--- config.mk ---
export PLATFORM = sky130hd
export DESIGN_NAME = aglc_top
export DESIGN_NICKNAME = d
export VERILOG_FILES = /design/src/hw/aglc_pkg.sv /design/src/hw/aglc_limiter.sv /design/src/hw/aglc_top.sv
export SDC_FILE = /design/constraint.sdc
export NUM_CORES = 1
export LEC_CHECK = 0
export ABC_AREA = 1
export BUFFER_PORTS_ARGS = -buffer_cell sky130_fd_sc_hd__buf_2
export CAP_MARGIN = 20
export CORE_AREA = 10 10 163 165
export DETAILED_ROUTE_END_ITERATION = 8
export DIE_AREA = 0 0 173 175
export GPL_ROUTABILITY_DRIVEN = 0
export PLACE_DENSITY = 0.66
export SETUP_SLACK_MARGIN = 0.5
export SKIP_CTS_REPAIR_TIMING = 1
export SLEW_MARGIN = 20
export SYNTH_ARGS = -nofsm -noshare
export SYNTH_HDL_FRONTEND = slang
export SYNTH_HIERARCHICAL = 1
export SYNTH_SLANG_ARGS = --single-unit
--- constraint.sdc ---
create_clock -name hclk -period 4.1 [get_ports hclk]
set_clock_uncertainty 0.2 [all_clocks]
set_input_delay 0.82 -clock hclk [delete_from_list [all_inputs] [get_ports hclk]]
set_output_delay 0.82 -clock hclk [all_outputs]
set_load 0.03 [all_outputs]
--- src/hw/aglc_pkg.sv ---
package aglc_pkg;

    // ==========================================================
    // Timing
    localparam int unsigned CLK_MHZ = 100;
    localparam int unsigned ATTACK_US = 32;
    localparam int unsigned RELEASE_MS = 250;
    // One divider tick per microsecond
    localparam int unsigned TICK_CYC = CLK_MHZ;
    localparam int unsigned ATTACK_TICKS = ATTACK_US;
    localparam int unsigned RELEASE_TICKS_DFLT = RELEASE_MS * 1000;
    localparam int unsigned ATTACK_CYC = ATTACK_US * CLK_MHZ;

    // ==========================================================
    // Volume
    localparam int unsigned STEP_W = 6;
    localparam logic [5:0] STEP_MAX = 6'h3f;

    // ==========================================================
    // Register map (byte addresses)
    localparam logic [7:0] ADDR_CTRL = 8'h00;
    localparam logic [7:0] ADDR_STATE = 8'h04;
    localparam logic [7:0] ADDR_GAIN = 8'h08;
    localparam logic [7:0] ADDR_INT_STAT = 8'h0c;
    localparam logic [7:0] ADDR_INT_MASK = 8'h10;

    // Control fields
    localparam int unsigned CTRL_LIMIT_BIT = 0;
    localparam int unsigned CTRL_CLIP_BIT = 1;
    localparam logic [1:0] CTRL_RESET = 2'h3;

    // State fields
    localparam int unsigned ST_VOL_LSB = 0;
    localparam int unsigned ST_APPLIED_LSB = 8;
    localparam int unsigned ST_OUT_EN_BIT = 16;
    localparam int unsigned ST_FAULT_LSB = 17;
    localparam int unsigned ST_REDUCING_BIT = 20;

    // Interrupt fields
    localparam int unsigned INT_W = 5;
    localparam logic [4:0] INT_MASK_RESET = 5'h00;

    // Pulled-up pins rest high, all else low
    localparam logic [15:0] SYNC_RESET = 16'h0300;

    typedef struct packed {
        logic over_temp;
        logic short_out;
        logic supply_low;
    } aglc_fault_s;

    typedef struct packed {
        logic fault_otp;
        logic fault_short;
        logic fault_supply;
        logic gain_up;
        logic gain_down;
    } aglc_event_s;

    // Gain of a volume step in tenths of a dB
    function automatic logic signed [11:0] step_gain(input logic [5:0] s);
        logic signed [11:0] g;
        g = 12'sh000;
        if (s == 6'h00) begin
            g = -12'sd750;
        end else if (s <= 6'h06) begin
            g = 12'(-400 + 60 * (int'(s) - 1));
        end else if (s <= 6'h0a) begin
            g = 12'(-75 + 25 * (int'(s) - 7));
        end else if (s == 6'h0b) begin
            g = 12'sd15;
        end else if (s == 6'h0c) begin
            g = 12'sd30;
        end else begin
            g = 12'(40 + 4 * (int'(s) - 13));
        end
        return g;
    endfunction

endpackage

--- src/hw/aglc_limiter.sv ---
`timescale 1ns/10ps
module aglc_limiter #(
    parameter int unsigned RELEASE_TICKS = aglc_pkg::RELEASE_TICKS_DFLT
) (
    // Clock and reset
    input wire logic hclk,
    input wire logic hresetn,
    // Control
    input wire logic run,
    input wire logic limit_en,
    input wire logic anticlip_en,
    input wire logic [5:0] volume,
    // Detectors
    input wire logic peak_over,
    input wire logic clip_seen,
    input wire logic ideal_below,
    // Result
    output logic [5:0] reduction,
    output logic gain_down,
    output logic gain_up
);
    localparam int unsigned TW = $clog2(aglc_pkg::TICK_CYC);
    localparam int unsigned RW = $clog2(RELEASE_TICKS + 1);
    localparam int unsigned AW = $clog2(aglc_pkg::ATTACK_TICKS + 1);

    logic [TW-1:0] div;
    logic tick;
    logic [AW-1:0] atk_cnt;
    logic [RW-1:0] rel_cnt;
    logic over;
    logic want_down;
    logic want_up;
    logic step;

    // ==========================================================
    // Decision
    assign over = (limit_en & peak_over) | (anticlip_en & clip_seen);
    // Steps never go below step 0, the full 75 dB span
    assign want_down = run && over && (reduction < volume) &&
        (atk_cnt == '0);
    assign want_up = run && !over && ideal_below && (reduction != '0) &&
        (rel_cnt == '0);
    assign step = want_down | want_up;

    // ==========================================================
    // Microsecond divider, restarted by each step so spacing is exact
    always_ff @(posedge hclk or negedge hresetn) begin
        if (!hresetn) begin
            div <= '0;
        end else if (step || div == TW'(aglc_pkg::TICK_CYC - 1)) begin
            div <= '0;
        end else begin
            div <= div + 1'b1;
        end
    end
    assign tick = (div == TW'(aglc_pkg::TICK_CYC - 1)) && !step;

    always_ff @(posedge hclk or negedge hresetn) begin
        if (!hresetn) begin
            atk_cnt <= '0;
        end else if (want_down) begin
            atk_cnt <= AW'(aglc_pkg::ATTACK_TICKS);
        end else if (tick && atk_cnt != '0) begin
            atk_cnt <= atk_cnt - 1'b1;
        end
    end

    always_ff @(posedge hclk or negedge hresetn) begin
        if (!hresetn) begin
            rel_cnt <= '0;
        end else if (want_down) begin
            rel_cnt <= '0;
        end else if (want_up) begin
            rel_cnt <= RW'(RELEASE_TICKS);
        end else if (tick && rel_cnt != '0) begin
            rel_cnt <= rel_cnt - 1'b1;
        end
    end

    always_ff @(posedge hclk or negedge hresetn) begin
        if (!hresetn) begin
            reduction <= '0;
            gain_down <= 1'b0;
            gain_up <= 1'b0;
        end else begin
            gain_down <= want_down;
            gain_up <= want_up;
            if (want_down) begin
                reduction <= reduction + 1'b1;
            end else if (want_up) begin
                reduction <= reduction - 1'b1;
            end
        end
    end

    // ==========================================================
    // Checks
    logic [12:0] since_down;
    always_ff @(posedge hclk or negedge hresetn) begin
        if (!hresetn) begin
            since_down <= '1;
        end else if (gain_down) begin
            since_down <= '0;
        end else if (since_down != '1) begin
            since_down <= since_down + 1'b1;
        end
    end
endmodule

--- src/hw/aglc_top.sv ---
// Our own choices: the register offsets and the AHB-Lite register port.
`timescale 1ns/10ps
// How it works
// Six-bit volume step maps to gain, -75 dB up to 24.0 dB.
// While peak exceeds threshold, lower gain by one step.
// Each decrement restarts attack timer; decrements at least 32 us apart.
// Keep stepping down until peak no longer exceeds threshold.
// Step back up when ideal level drops; first at once, then 250 ms apart.
// Limiter and anti-clip together may reduce gain across 75 dB.
// Clipping seen in duty cycle lowers gain; 250 ms release per step.
// Low silence input disables outputs immediately, high enables.
// Silence input rests high when left unconnected.
// Low power-down input turns off amplifier and its bias.
// Power-down input rests high when left unconnected.
// Outputs off at 1.8 V or below, back on at 2.0 V.
// Output short disables outputs; they return once short clears.
// Above 150 C outputs off, unlatched; resume after 30 C drop.
// Host should assert silence before switching the supply.
// Volume step arrives as a six-bit code sampled on hclk.
// Outputs on only when not silenced, not powered down, no fault.
// Applied gain never exceeds the gain chosen by the volume step.
module aglc_top #(
    parameter int unsigned RELEASE_TICKS = aglc_pkg::RELEASE_TICKS_DFLT
) (
    // Clock and reset
    input wire logic hclk,
    input wire logic hresetn,
    // AHB-Lite slave
    input wire logic hsel,
    input wire logic [31:0] haddr,
    input wire logic [1:0] htrans,
    input wire logic hwrite,
    input wire logic [2:0] hsize,
    input wire logic [31:0] hwdata,
    input wire logic hready,
    output logic [31:0] hrdata,
    output logic hreadyout,
    output logic hresp,
    // Host pins
    input wire logic silence_n,
    input wire logic power_down_n,
    input wire logic [5:0] volume_code,
    // Analog detectors
    input wire logic peak_over,
    input wire logic ideal_below,
    input wire logic clip_seen,
    input wire logic vdd_le_1v8,
    input wire logic vdd_ge_2v0,
    input wire logic temp_hot,
    input wire logic temp_cooled,
    input wire logic short_seen,
    // Amplifier control
    output logic out_en,
    output logic bias_en,
    output logic [5:0] gain_step,
    output logic irq
);
    // ==========================================================
    // Pin synchronisers
    logic [15:0] pins;
    logic [15:0] sync1;
    logic [15:0] sync2;
    logic [15:0] sync3;
    logic [15:0] pin_q;

    assign pins = {volume_code, power_down_n, silence_n, peak_over,
        ideal_below, clip_seen, vdd_le_1v8, vdd_ge_2v0, temp_hot,
        temp_cooled, short_seen};

    always_ff @(posedge hclk or negedge hresetn) begin
        if (!hresetn) begin
            sync1 <= aglc_pkg::SYNC_RESET;
            sync2 <= aglc_pkg::SYNC_RESET;
            sync3 <= aglc_pkg::SYNC_RESET;
            pin_q <= aglc_pkg::SYNC_RESET;
        end else begin
            sync1 <= pins;
            sync2 <= sync1;
            sync3 <= sync2;
            // A bit moves only once the last two stages agree
            pin_q <= (sync2 & sync3) | (pin_q & (sync2 | sync3));
        end
    end

    logic [5:0] vol_q;
    logic pdn_q;
    logic sil_q;
    logic peak_q;
    logic ideal_q;
    logic clip_q;
    logic low_q;
    logic ok_q;
    logic hot_q;
    logic cool_q;
    logic short_q;
    assign {vol_q, pdn_q, sil_q, peak_q, ideal_q, clip_q, low_q, ok_q,
        hot_q, cool_q, short_q} = pin_q;

    // ==========================================================
    // Faults, none of them latched
    aglc_pkg::aglc_fault_s fault;

    always_ff @(posedge hclk or negedge hresetn) begin
        if (!hresetn) begin
            fault <= '{over_temp: 1'b0, short_out: 1'b0, supply_low: 1'b1};
        end else begin
            // Hysteresis: the low trip wins over the recovery level
            if (low_q) begin
                fault.supply_low <= 1'b1;
            end else if (ok_q) begin
                fault.supply_low <= 1'b0;
            end
            if (hot_q) begin
                fault.over_temp <= 1'b1;
            end else if (cool_q) begin
                fault.over_temp <= 1'b0;
            end
            fault.short_out <= short_q;
        end
    end

    // ==========================================================
    // Output enable and gain
    logic [1:0] ctrl;
    logic [5:0] reduction;
    logic gain_down;
    logic gain_up;
    logic signed [11:0] gain_db;

    always_ff @(posedge hclk or negedge hresetn) begin
        if (!hresetn) begin
            out_en <= 1'b0;
            bias_en <= 1'b0;
        end else begin
            // Gating cuts the stage at once, no fade
            out_en <= sil_q && pdn_q && (fault == '0);
            bias_en <= pdn_q;
        end
    end

    aglc_limiter #(
        .RELEASE_TICKS(RELEASE_TICKS)
    ) u_limiter (
        .hclk(hclk),
        .hresetn(hresetn),
        .run(pdn_q),
        .limit_en(ctrl[aglc_pkg::CTRL_LIMIT_BIT]),
        .anticlip_en(ctrl[aglc_pkg::CTRL_CLIP_BIT]),
        .volume(vol_q),
        .peak_over(peak_q),
        .clip_seen(clip_q),
        .ideal_below(ideal_q),
        .reduction(reduction),
        .gain_down(gain_down),
        .gain_up(gain_up)
    );

    always_ff @(posedge hclk or negedge hresetn) begin
        if (!hresetn) begin
            gain_step <= '0;
            gain_db <= aglc_pkg::step_gain(6'h00);
        end else begin
            // Reductions sit under the volume ceiling
            gain_step <= (vol_q > reduction) ? vol_q - reduction : '0;
            gain_db <= aglc_pkg::step_gain(gain_step);
        end
    end

    // ==========================================================
    // Interrupt sources
    aglc_pkg::aglc_fault_s fault_d;
    aglc_pkg::aglc_event_s ev;
    logic [4:0] int_stat;
    logic [4:0] int_mask;

    always_ff @(posedge hclk or negedge hresetn) begin
        if (!hresetn) begin
            fault_d <= 3'h1;
        end else begin
            fault_d <= fault;
        end
    end

    assign ev = '{fault_otp: fault.over_temp & ~fault_d.over_temp,
        fault_short: fault.short_out & ~fault_d.short_out,
        fault_supply: fault.supply_low & ~fault_d.supply_low,
        gain_up: gain_up, gain_down: gain_down};

    // ==========================================================
    // Bus slave, zero wait states
    logic acc;
    logic wr_pend;
    logic [7:0] wr_addr;
    logic rd_stat;

    assign acc = hsel && hready && htrans[1];
    assign rd_stat = acc && !hwrite && (haddr[7:0] == aglc_pkg::ADDR_INT_STAT)
        && (haddr[31:8] == '0);
    assign hreadyout = 1'b1;
    assign hresp = 1'b0;

    always_ff @(posedge hclk or negedge hresetn) begin
        if (!hresetn) begin
            wr_pend <= 1'b0;
            wr_addr <= '0;
        end else if (hready) begin
            wr_pend <= acc && hwrite && (haddr[31:8] == '0);
            wr_addr <= haddr[7:0];
        end
    end

    always_ff @(posedge hclk or negedge hresetn) begin
        if (!hresetn) begin
            ctrl <= aglc_pkg::CTRL_RESET;
            int_mask <= aglc_pkg::INT_MASK_RESET;
        end else if (wr_pend) begin
            if (wr_addr == aglc_pkg::ADDR_CTRL) begin
                ctrl <= hwdata[1:0];
            end
            if (wr_addr == aglc_pkg::ADDR_INT_MASK) begin
                int_mask <= hwdata[aglc_pkg::INT_W-1:0];
            end
        end
    end

    // A read clears what it returned; a new event in that cycle survives
    always_ff @(posedge hclk or negedge hresetn) begin
        if (!hresetn) begin
            int_stat <= '0;
        end else begin
            int_stat <= (rd_stat ? 5'h00 : int_stat) | ev;
        end
    end

    assign irq = |(int_stat & int_mask);

    always_ff @(posedge hclk or negedge hresetn) begin
        if (!hresetn) begin
            hrdata <= '0;
        end else if (acc && !hwrite) begin
            hrdata <= '0;
            if (haddr[31:8] == '0) begin
                case (haddr[7:0])
                    aglc_pkg::ADDR_CTRL: begin
                        hrdata[1:0] <= ctrl;
                    end
                    aglc_pkg::ADDR_STATE: begin
                        hrdata[aglc_pkg::ST_VOL_LSB +: 6] <= vol_q;
                        hrdata[aglc_pkg::ST_APPLIED_LSB +: 6] <= gain_step;
                        hrdata[aglc_pkg::ST_OUT_EN_BIT] <= out_en;
                        hrdata[aglc_pkg::ST_FAULT_LSB +: 3] <= fault;
                        hrdata[aglc_pkg::ST_REDUCING_BIT] <= reduction != '0;
                    end
                    aglc_pkg::ADDR_GAIN: begin
                        hrdata <= 32'(gain_db);
                    end
                    aglc_pkg::ADDR_INT_STAT: begin
                        hrdata[aglc_pkg::INT_W-1:0] <= int_stat;
                    end
                    aglc_pkg::ADDR_INT_MASK: begin
                        hrdata[aglc_pkg::INT_W-1:0] <= int_mask;
                    end
                    default: begin
                        hrdata <= '0;
                    end
                endcase
            end
        end
    end
endmodule

==> results of run 1 <==
==> logic make-up after synthesis <==
kind of cell	after synthesis	share of synthesized area
AND/OR/NAND/NOR	573	0.254
buffers and inverters	210	0.0852
flip-flops	170	0.415
AO/OA/AOI/OAI	115	0.0758
adder cells (fa/ha/maj)	103	0.134
XOR/XNOR	40	0.0348
other	2	0.000730
==> worst max-delay path, cell delays in order, from the launching register on <==
cell,delay [ps]
dfrtp_2,440
clkinvlp_4,220
buf_4,200
ha_1,310
buf_4,170
nand2_1,100
nand2_2,90
xor2_1,150
inv_1,50
ha_1,270
inv_1,50
fa_1,530
inv_1,70
ha_4,270
nand2_1,70
inv_1,100
a31oi_2,90
or2_2,280
nand2_1,60
nor2_1,60
nand2_1,70
nand2_1,50
o21ai_1,120
nand2_1,60
nand2_1,70
==> sequential cells by signal (all words and copies together), names as in the netlist, 2 cells and up <==
name,flops
u_limiter/reduction,6
gain_step,6
u_limiter/rel_cnt,18
sync3,16
ctrl,2
sync2,16
pin_q,16
int_mask,5
int_stat,5
fault_d,3
u_limiter/atk_cnt,6
sync1,16
wr_addr,8
fault,3
gain_db,12
hrdata,20
u_limiter/div,7
==> routing by layer <==
layer | GRT usage | share of wire | up-vias
li1 | - | - | 4225
met1 | 0.215 | 0.48 | 3990
met2 | 0.261 | 0.45 | 204
met3 | 0.0343 | 0.052 | 18
met4 | 0.0381 | 0.0095 | 0
met5 | 0 | 0 | -
==> synth_stat cells, types with 11 or more instances <==
master and number:
dfstp_2 17, nand2_1 277, nor2_1 109, nand4_1 21
nand3_1 100, dfrtp_1 153, inv_1 171, o21ai_0 31
buf_4 14, ha_1 70, inv_2 12, fa_1 17
xor2_1 31, nor2_2 11, maj3_1 16, a21oi_1 23
o21bai_1 11
==> stage by stage <==
stage / instance area (µm²) / cells / setup TNS [ps]
after detailed placement: 11700 / 1677 / -346
after CTS: 12300 / 1709 / -429
final: 12500 / 1712 / -404
after floorplan: 10500 / 1213 / -226
after global placement: 11700 / 1677 / -56.7
after global routing: 12500 / 1712 / -1820
==> how the worst max path moves through the flow <==
stage | slack [ps] | end | cells past startpoint
floorplan | -90 | gain_db[11] | 20
global placement | -50 | gain_db[11] | 23
detailed placement | -140 | gain_db[11] | 23
CTS | -160 | gain_db[11] | 23
global route | -340 | gain_db[11] | 24
finish | -110 | gain_db[11] | 24
==> final cells by class <==
class / instances / area (µm²) / area share
Timing Repair Buffer: 172 / 1070 / 0.0863
Clock buffer: 19 / 453 / 0.0364
Inverter: 186 / 707 / 0.0567
Sequential cell: 170 / 4280 / 0.344
Tap cell: 319 / 399 / 0.0320
Clock inverter: 13 / 124 / 0.00994
Multi-Input combinational cell: 833 / 5420 / 0.435
==> key figures, run 1 <==
Place
  – HPWL Detailed: 18900 µm
  – Port Buf Inserts: 99
  – Pre-CTS setup slack: -140 ps

Setup path
  – R2R Path End: gain_db[11]
  – R2R Path Start: gain_step[1]
  – Critical Path AT: 4370 ps
  – Setup Crit Path Kind: reg2reg
  – CP max FO: 5
  – Worst EP required: 4270 ps
  – Startpoint Class: flop
  – Reg2Reg Depth: 24
  – CP Capture Type: flop
  – Register-to-register setup slack: -110 ps
  – Setup crit start: gain_step[1]

Global routing
  – Overall routing resource usage: 0.161
  – Grt total ovfl: 0
  – Largest net degree at the start of global routing: 84
  – Number of global-route vias before repair: 8169
  – Initial antenna violation count: 0
  – First-pass GRT wire length: 40500 µm

Floorplan
  – Core area: 23300 µm²
  – Rows: 56
  – Die Ht: 175 µm
  – Ports: 133
  – Total Die Area: 30300 µm²
  – Die Wd: 173 µm
  – Initial Utilization: 0.443

Yosys
  – Syn_area_per_cell: 8.49 µm²
  – Post-synth top flop: dfrtp_1
  – Top cell type's share of synthesized area: 0.372
  – Syn Inst Count: 1213
  – Yosys reg bits: 170
  – Post-synthesis sequential area ratio: 0.415
  – Cell Area, Synth: 10300 µm²
  – Netlist cell types: 60
  – Syn Nets: 1390
  – EDFF count, synth: 0
  – Area leader, netlist: dfrtp_1
  – Synth warn: 6
  – Async set or reset register ratio after synthesis: 1.00
  – Ranking of synthesized cells by area: dfrtp_1, nand2_1, ha_1, inv_1, nand3_1

Timing
  – Final Max Slew Viols: 0
  – Final worst-path setup slack: -105 ps
  – Worst-Margin Slew: 796 ps
  – Final period util: 1.03
  – Crit path time final: 4210 ps
  – Max Fclk: 238 MHz
  – WHS: 148 ps
  – Final setup violating endpoints: 6
  – RSZ-0062 raised after global routing: yes
  – Slew headroom: 0.469
  – Fin. Hold Viols: 0

Drt
  – Via Count: 8437
  – Routed vias/inst: 4.93
  – Routed wire per std cell: 14.1 µm
  – DR iter-0 viols: 525
  – Antenna-violating nets left: 0
  – DR DRC count: 0
  – Final WL: 24100 µm
  – Drt pass-1 iters: 5

Min path
  – Hold_sp: sync1[5]
  – Hold Crit Endpoint: sync2[5]
  – Hold path depth: 0
  – HP Class: reg2reg

Clocking
  – Skew-Pair Late Insertion Delay: 420 ps
  – CTS tree: built
  – H-tree levels: 4
  – Clk root buf: clkbuf_16
  – Clock Sinks: 170
  – Clk slew on worst S/H paths: 60 ps
  – Maximum clock insertion buffer count: 2
  – TritonCTS buffer count: 17

Run status
  – Failing checks: negative setup slack
  – Outcome: complete, but fails checks

Final layout
  – Leading cell type in the layout, fill and taps excluded: nand2_1
  – Ant. Diodes: 0
  – Most frequent cells in the layout: nand2_1, inv_1, dfrtp_1
  – Area Overhead vs Synth: 21.0%
  – Share of cells above drive strength 1: 0.253
  – NumNets Final: 1557
  – FILL cells: 2181
  – Final Core Density: 0.535

Job
  – Max Cap Violations: 0
Power of run 1 is not shown: default switching activity piles up to over one toggle a cycle in this logic, so the estimate is an artifact.
==> inputs of run 2 (changes only) <==
PLACE_DENSITY = unset   (was 0.66)
clock period = 3.97 ns   (was 4.1 ns; I/O delays follow)
==> run 2 against run 1 <==
The run still ends with negative setup slack left. First-iteration DRC count shrank 16%. Maximum frequency is 0.92% higher. Largest cell class unchanged. Die area did not move. Utilization is 0.66 points higher. Cell count increased by 0.23%. Critical path depth down 4. Setup slack worse by 92 ps. Global-route usage increased by 0.46 points. Sequential cell count did not move. Final area increased by 1.2%. Non-clock buffer count increased by 4. Worst hold slack worse by 26 ps.
==> key figures, run 2 (same netlist as run 1, synthesis figures left out) <==
Run status
  – Outcome: complete, but fails checks (unchanged)
  – Failing checks: negative setup slack (unchanged)

Clocking
  – Clock Sinks: 170 (unchanged)
  – Clk slew on worst S/H paths: 70 ps (was 60 ps)
  – Maximum clock insertion buffer count: 2 (unchanged)
  – TritonCTS buffer count: 17 (unchanged)
  – CTS tree: built (unchanged)
  – Clk root buf: clkbuf_16 (unchanged)
  – H-tree levels: 4 (unchanged)
  – Skew-Pair Late Insertion Delay: 430 ps (was 420 ps)

Drt
  – Routed wire per std cell: 14.1 µm (about the same)
  – Via Count: 8279 (was 8437)
  – Antenna-violating nets left: 0 (unchanged)
  – Drt pass-1 iters: 5 (unchanged)
  – Routed vias/inst: 4.82 (was 4.93)
  – DR DRC count: 0 (unchanged)
  – DR iter-0 viols: 442 (was 525)
  – Final WL: 24200 µm (was 24100 µm)

Final layout
  – Biggest regs: hrdata x20, u_limiter/rel_cnt x18 (unchanged)
  – Leading cell type in the layout, fill and taps excluded: nand2_1 (unchanged)
  – Multi-input gate area: 5500 µm² (was 5420 µm²)
  – NumNets Final: 1561 (was 1557)
  – FILL cells: 2161 (was 2181)
  – Final cell area excluding filler cells: 12600 µm² (was 12500 µm²)
  – Post-Layout Cell Count: 1716 (was 1712)
  – Share of cells above drive strength 1: 0.267 (was 0.253)
  – Most frequent cells in the layout: nand2_1, inv_1, dfrtp_1 (unchanged)
  – Reg with most FFs: hrdata (unchanged)
  – Sequential Area: 4280 µm² (unchanged)
  – Largest register FFs: 20 (unchanged)
  – Area Overhead vs Synth: 22.5% (was 21.0%)
  – Ant. Diodes: 0 (unchanged)

Global routing
  – First-pass GRT wire length: 41600 µm (was 40500 µm)
  – Number of global-route vias before repair: 8185 (was 8169)
  – Initial antenna violation count: 0 (unchanged)
  – Overall routing resource usage: 0.165 (was 0.161)
  – Grt total ovfl: 0 (unchanged)
  – Largest net degree at the start of global routing: 83 (was 84)

Floorplan
  – Initial Utilization: 0.443 (unchanged)
  – Core area: 23300 µm² (unchanged)
  – Die Ht: 175 µm (unchanged)
  – Total Die Area: 30300 µm² (unchanged)
  – Rows: 56 (unchanged)
  – Die Wd: 173 µm (unchanged)
  – Ports: 133 (unchanged)

Timing
  – Crit path time final: 4170 ps (was 4210 ps)
  – RSZ-0062 raised after global routing: yes (unchanged)
  – Max Fclk: 240 MHz (was 238 MHz)
  – Fin. Hold Viols: 0 (unchanged)
  – WHS: 123 ps (was 148 ps)
  – Worst-Margin Slew: 614 ps (was 796 ps)
  – Slew headroom: 0.587 (was 0.469)
  – Final setup violating endpoints: 5 (was 6)
  – Final worst-path setup slack: -197 ps (was -105 ps)
  – Final period util: 1.05 (was 1.03)
  – Final Max Slew Viols: 0 (unchanged)

Place
  – DP Area: 11700 µm² (about the same)
  – Port Buf Inserts: 99 (unchanged)
  – Pre-CTS setup slack: -253 ps (was -140 ps)
  – HPWL Detailed: 18800 µm (was 18900 µm)
  – Dpl cells: 1678 (was 1677)

Setup path
  – Worst EP required: 4140 ps (was 4270 ps)
  – Startpoint Class: flop (unchanged)
  – Critical Path AT: 4340 ps (was 4370 ps)
  – CP max FO: 5 (unchanged)
  – CP Capture Type: flop (unchanged)
  – Setup Crit Path Kind: reg2reg (unchanged)

Min path
  – HP Class: in2async (was reg2reg)

Job
  – Max Cap Violations: 0 (unchanged)
## run 2: final timing paths
| check | slack (ps) | cells after the start | start | to |
|---|---|---|---|---|
| max in group asynchronous | 2580 | 2 | hresetn | pin_q[8] |
| setup / recovery | -200 | 20 | gain_step[1] | gain_db[11] |
| setup reg to reg | -200 | 20 | gain_step[1] | gain_db[11] |
| hold / removal | 120 | 1 | hresetn | wr_addr[1] |
| hold reg to reg | 150 | 0 | sync1[10] | sync2[10] |
| min in group hclk | 150 | 0 | sync1[10] | sync2[10] |
## run 2: area by class of cell
type / count / area share
multi-input combinational: 833 / 0.436
sequential: 170 / 0.339
timing repair buffer: 176 / 0.0882
inverter: 186 / 0.0567
clock buffer: 18 / 0.0348
tap: 319 / 0.0317
clock inverter: 14 / 0.0133
## run 2: worst max-delay path, cell delays in order (launching register included)
cell        delay, ps
dfrtp_2           440
clkinvlp_4        230
ha_4              230
a21boi_4          170
xor2_2            220
inv_2              80
ha_4              220
fa_1              490
inv_2              40
fa_1              510
inv_2              50
ha_4              260
a21oi_2           160
nand2_2            80
xor2_2            160
inv_2              80
nand3_1            90
o21a_1            180
nand2_1            70
nand3_2            90
nand2_1            80
## run 2: layer usage
metal | GRT usage | wire, µm
met5 | 0 | 0
met1 | 0.230 | 12000
met3 | 0.0349 | 1190
met4 | 0.0410 | 303
met2 | 0.256 | 10700
## run 2: per-stage QoR
stage,setup TNS (ps),utilization
detailed placement,-955,0.505
global placement,-764,0.505
finish,-751,0.542
floorplan,-829,-
CTS,-1110,0.531
global route,-2170,0.542
Power of run 2 is left out for the same reason.
==> inputs of run 3 (changes only) <==
clock period = 5.3 ns   (was 3.97 ns; I/O delays follow)
==> run 3 against run 2 <==
The run now ends clean. Maximum frequency fell by 6.5%. Utilization decreased by 3.9 points. Sequential share of layout area up 2.6 points. Worst hold slack gained 26 ps. Count of clock-buffer cells in the layout is 1 lower. Register-to-register slack better by 1000 ps. Die area unchanged. Final area shrank 7.2%. Non-clock buffer count decreased by 68. Wire length is 2.9% lower. First-iteration DRC count down 2.5%. Sequential cell count stayed put. Critical path type unchanged.
==> key figures, run 3 (same netlist as run 1, synthesis figures left out) <==
Drt
  – Routed wire per std cell: 14.2 µm (was 14.1 µm)
  – Routed vias/inst: 4.89 (was 4.82)
  – Drt pass-1 iters: 5 (unchanged)
  – DR iter-0 viols: 431 (was 442)
  – DR DRC count: 0 (unchanged)
  – Final WL: 23500 µm (was 24200 µm)
  – Via Count: 8059 (was 8279)
  – Antenna-violating nets left: 0 (unchanged)

Setup path
  – Critical Path AT: 4640 ps (was 4340 ps)
  – Critical-path cell list: buf_4 -> ha_1 -> nand2_1 -> xor2_2 -> inv_1 -> ha_1 -> fa_1 -> ha_1 -> fa_1 -> ha_1 -> nand2_1 -> inv_1 -> nand3_1 -> or2_2 -> nand2_1 -> nor2_1 -> nand2_1 -> nand2_1 -> o21ai_1 -> nand2_1 -> nand2_1 (was clkinvlp_4 -> ha_4 -> a21boi_4 -> xor2_2 -> inv_2 -> ha_4 -> fa_1 -> inv_2 -> fa_1 -> inv_2 -> ha_4 -> a21oi_2 -> nand2_2 -> xor2_2 -> inv_2 -> nand3_1 -> o21a_1 -> nand2_1 -> nand3_2 -> nand2_1)
  – Levels on crit path: 21 (was 20)
  – CP max FO: 10 (was 5)
  – R2R Path Start: gain_step[2] (was gain_step[1])
  – R2R Path End: gain_db[11] (unchanged)
  – Register-to-register setup slack: 840 ps (was -200 ps)
  – Crit-path leading delay family: adder cells (unchanged)
  – Reg2Reg Depth: 21 (was 20)
  – Cell mode on critical path: nand2_1 (was inv_2)
  – Startpoint Class: flop (unchanged)
  – CP max stage cell: fa_1 (unchanged)
  – Setup Crit Path Kind: reg2reg (unchanged)
  – CP max stage delay: 450 ps (was 510 ps)
  – Worst path bufs/invs: 3 (was 5)
  – Worst EP required: 5480 ps (was 4140 ps)
  – CP Capture Type: flop (unchanged)

Floorplan
  – Initial Utilization: 0.443 (unchanged)
  – Die Ht: 175 µm (unchanged)
  – Total Die Area: 30300 µm² (unchanged)
  – Core area: 23300 µm² (unchanged)
  – Rows: 56 (unchanged)
  – Ports: 133 (unchanged)
  – Die Wd: 173 µm (unchanged)

Final layout
  – Final cell area excluding filler cells: 11700 µm² (was 12600 µm²)
  – Share of cells above drive strength 1: 0.181 (was 0.267)
  – Most frequent cells in the layout: nand2_1, inv_1, dfrtp_1 (unchanged)
  – Leading cell type in the layout, fill and taps excluded: nand2_1 (unchanged)
  – NumNets Final: 1493 (was 1561)
  – Area Overhead vs Synth: 13.7% (was 22.5%)
  – Largest register FFs: 20 (unchanged)
  – Biggest regs: hrdata x20, u_limiter/rel_cnt x18 (unchanged)
  – Ant. Diodes: 0 (unchanged)
  – Post-Layout Cell Count: 1648 (was 1716)
  – Reg with most FFs: hrdata (unchanged)

Place
  – HPWL Detailed: 18100 µm (was 18800 µm)
  – Port Buf Inserts: 99 (unchanged)
  – Dpl cells: 1616 (was 1678)
  – DP Area: 11100 µm² (was 11700 µm²)

Timing
  – RSZ-0062 raised after global routing: no (was yes)
  – Final setup violating endpoints: 0 (was 5)
  – Final Max Slew Viols: 0 (unchanged)
  – Worst-Margin Slew: 702 ps (was 614 ps)
  – Setup TNS Final: 0 ps (was -751 ps)
  – Crit path time final: 4460 ps (was 4170 ps)
  – Fin. Hold Viols: 0 (unchanged)
  – Final period util: 0.841 (was 1.05)
  – WHS: 149 ps (was 123 ps)
  – Max Fclk: 224 MHz (was 240 MHz)
  – Slew headroom: 0.532 (was 0.587)

Clocking
  – Clk root buf: clkbuf_16 (unchanged)
  – H-tree levels: 4 (unchanged)
  – Maximum clock insertion buffer count: 2 (unchanged)
  – TritonCTS buffer count: 17 (unchanged)
  – Clk slew on worst S/H paths: 70 ps (about the same)
  – Skew-Pair Late Insertion Delay: 440 ps (was 430 ps)
  – CTS tree: built (unchanged)
  – Clock Sinks: 170 (unchanged)

Run status
  – Outcome: finished, final reports clean (was complete, but fails checks)

Global routing
  – Overall routing resource usage: 0.158 (was 0.165)
  – Number of global-route vias before repair: 7856 (was 8185)
  – Grt total ovfl: 0 (unchanged)
  – Largest net degree at the start of global routing: 76 (was 83)
  – First-pass GRT wire length: 39700 µm (was 41600 µm)
  – Initial antenna violation count: 0 (unchanged)

Min path
  – Hold_sp: sync1[6]
  – Hold Crit Endpoint: sync2[6]
  – HP Class: reg2reg (was in2async)
  – Hold path depth: 0

Job
  – Max Cap Violations: 0 (unchanged)
==> run 3: cell types whose count changed in the layout (fill, tap and decap cells not counted), sizes merged <==
cell	delta
clkinvlp	-1
bufinv	-1
clkbuf	-1
clkinv	+2
buf	-68
inv	+1
==> run 3: cell type report <==
| class | count | area (µm²) |
|---|---|---|
| Inverter | 186 | 701 |
| Timing Repair Buffer | 108 | 569 |
| Clock inverter | 15 | 168 |
| Tap cell | 319 | 399 |
| Fill cell | 2248 | 11600 |
| Sequential cell | 170 | 4280 |
| Clock buffer | 17 | 425 |
| Multi-Input combinational cell | 833 | 5170 |
==> run 3: layer usage <==
layer  wire (µm)  vias up  GRT usage
met3        1250       21     0.0362
met2       10300      191      0.245
li1            -     4080          -
met1       11600     3767      0.217
met4         311        0     0.0438
met5           0        -          0
==> run 3: worst register-to-register path, cell delays in order, from the launching register on <==
cell and delay [ps]:
dfrtp_1 400, buf_4 190, ha_1 200, nand2_1 130, xor2_2 220, inv_1 110, ha_1 330, fa_1 400
ha_1 300, fa_1 450, ha_1 380, nand2_1 90, inv_1 70, nand3_1 80, or2_2 300, nand2_1 60
nor2_1 50, nand2_1 60, nand2_1 50, o21ai_1 180, nand2_1 80, nand2_1 70
==> run 3: how the worst max path moves through the flow <==
stage	from	to	slack, ps
2_1_floorplan	gain_step[1]	gain_db[11]	560
3_3_place_gp	gain_step[2]	gain_db[11]	780
3_5_place_dp	gain_step[0]	gain_db[11]	760
4_1_cts	gain_step[0]	gain_db[11]	720
5_1_grt	gain_step[2]	gain_db[11]	520
6_report	gain_step[2]	gain_db[11]	840
==> run 3: metrics by stage <==
stage,utilization,setup slack [ps]
CTS,0.502,724
global placement,0.477,776
global route,0.503,517
finish,0.503,842
detailed placement,0.477,755
floorplan,-,563
Power of run 3 is left out for the same reason.
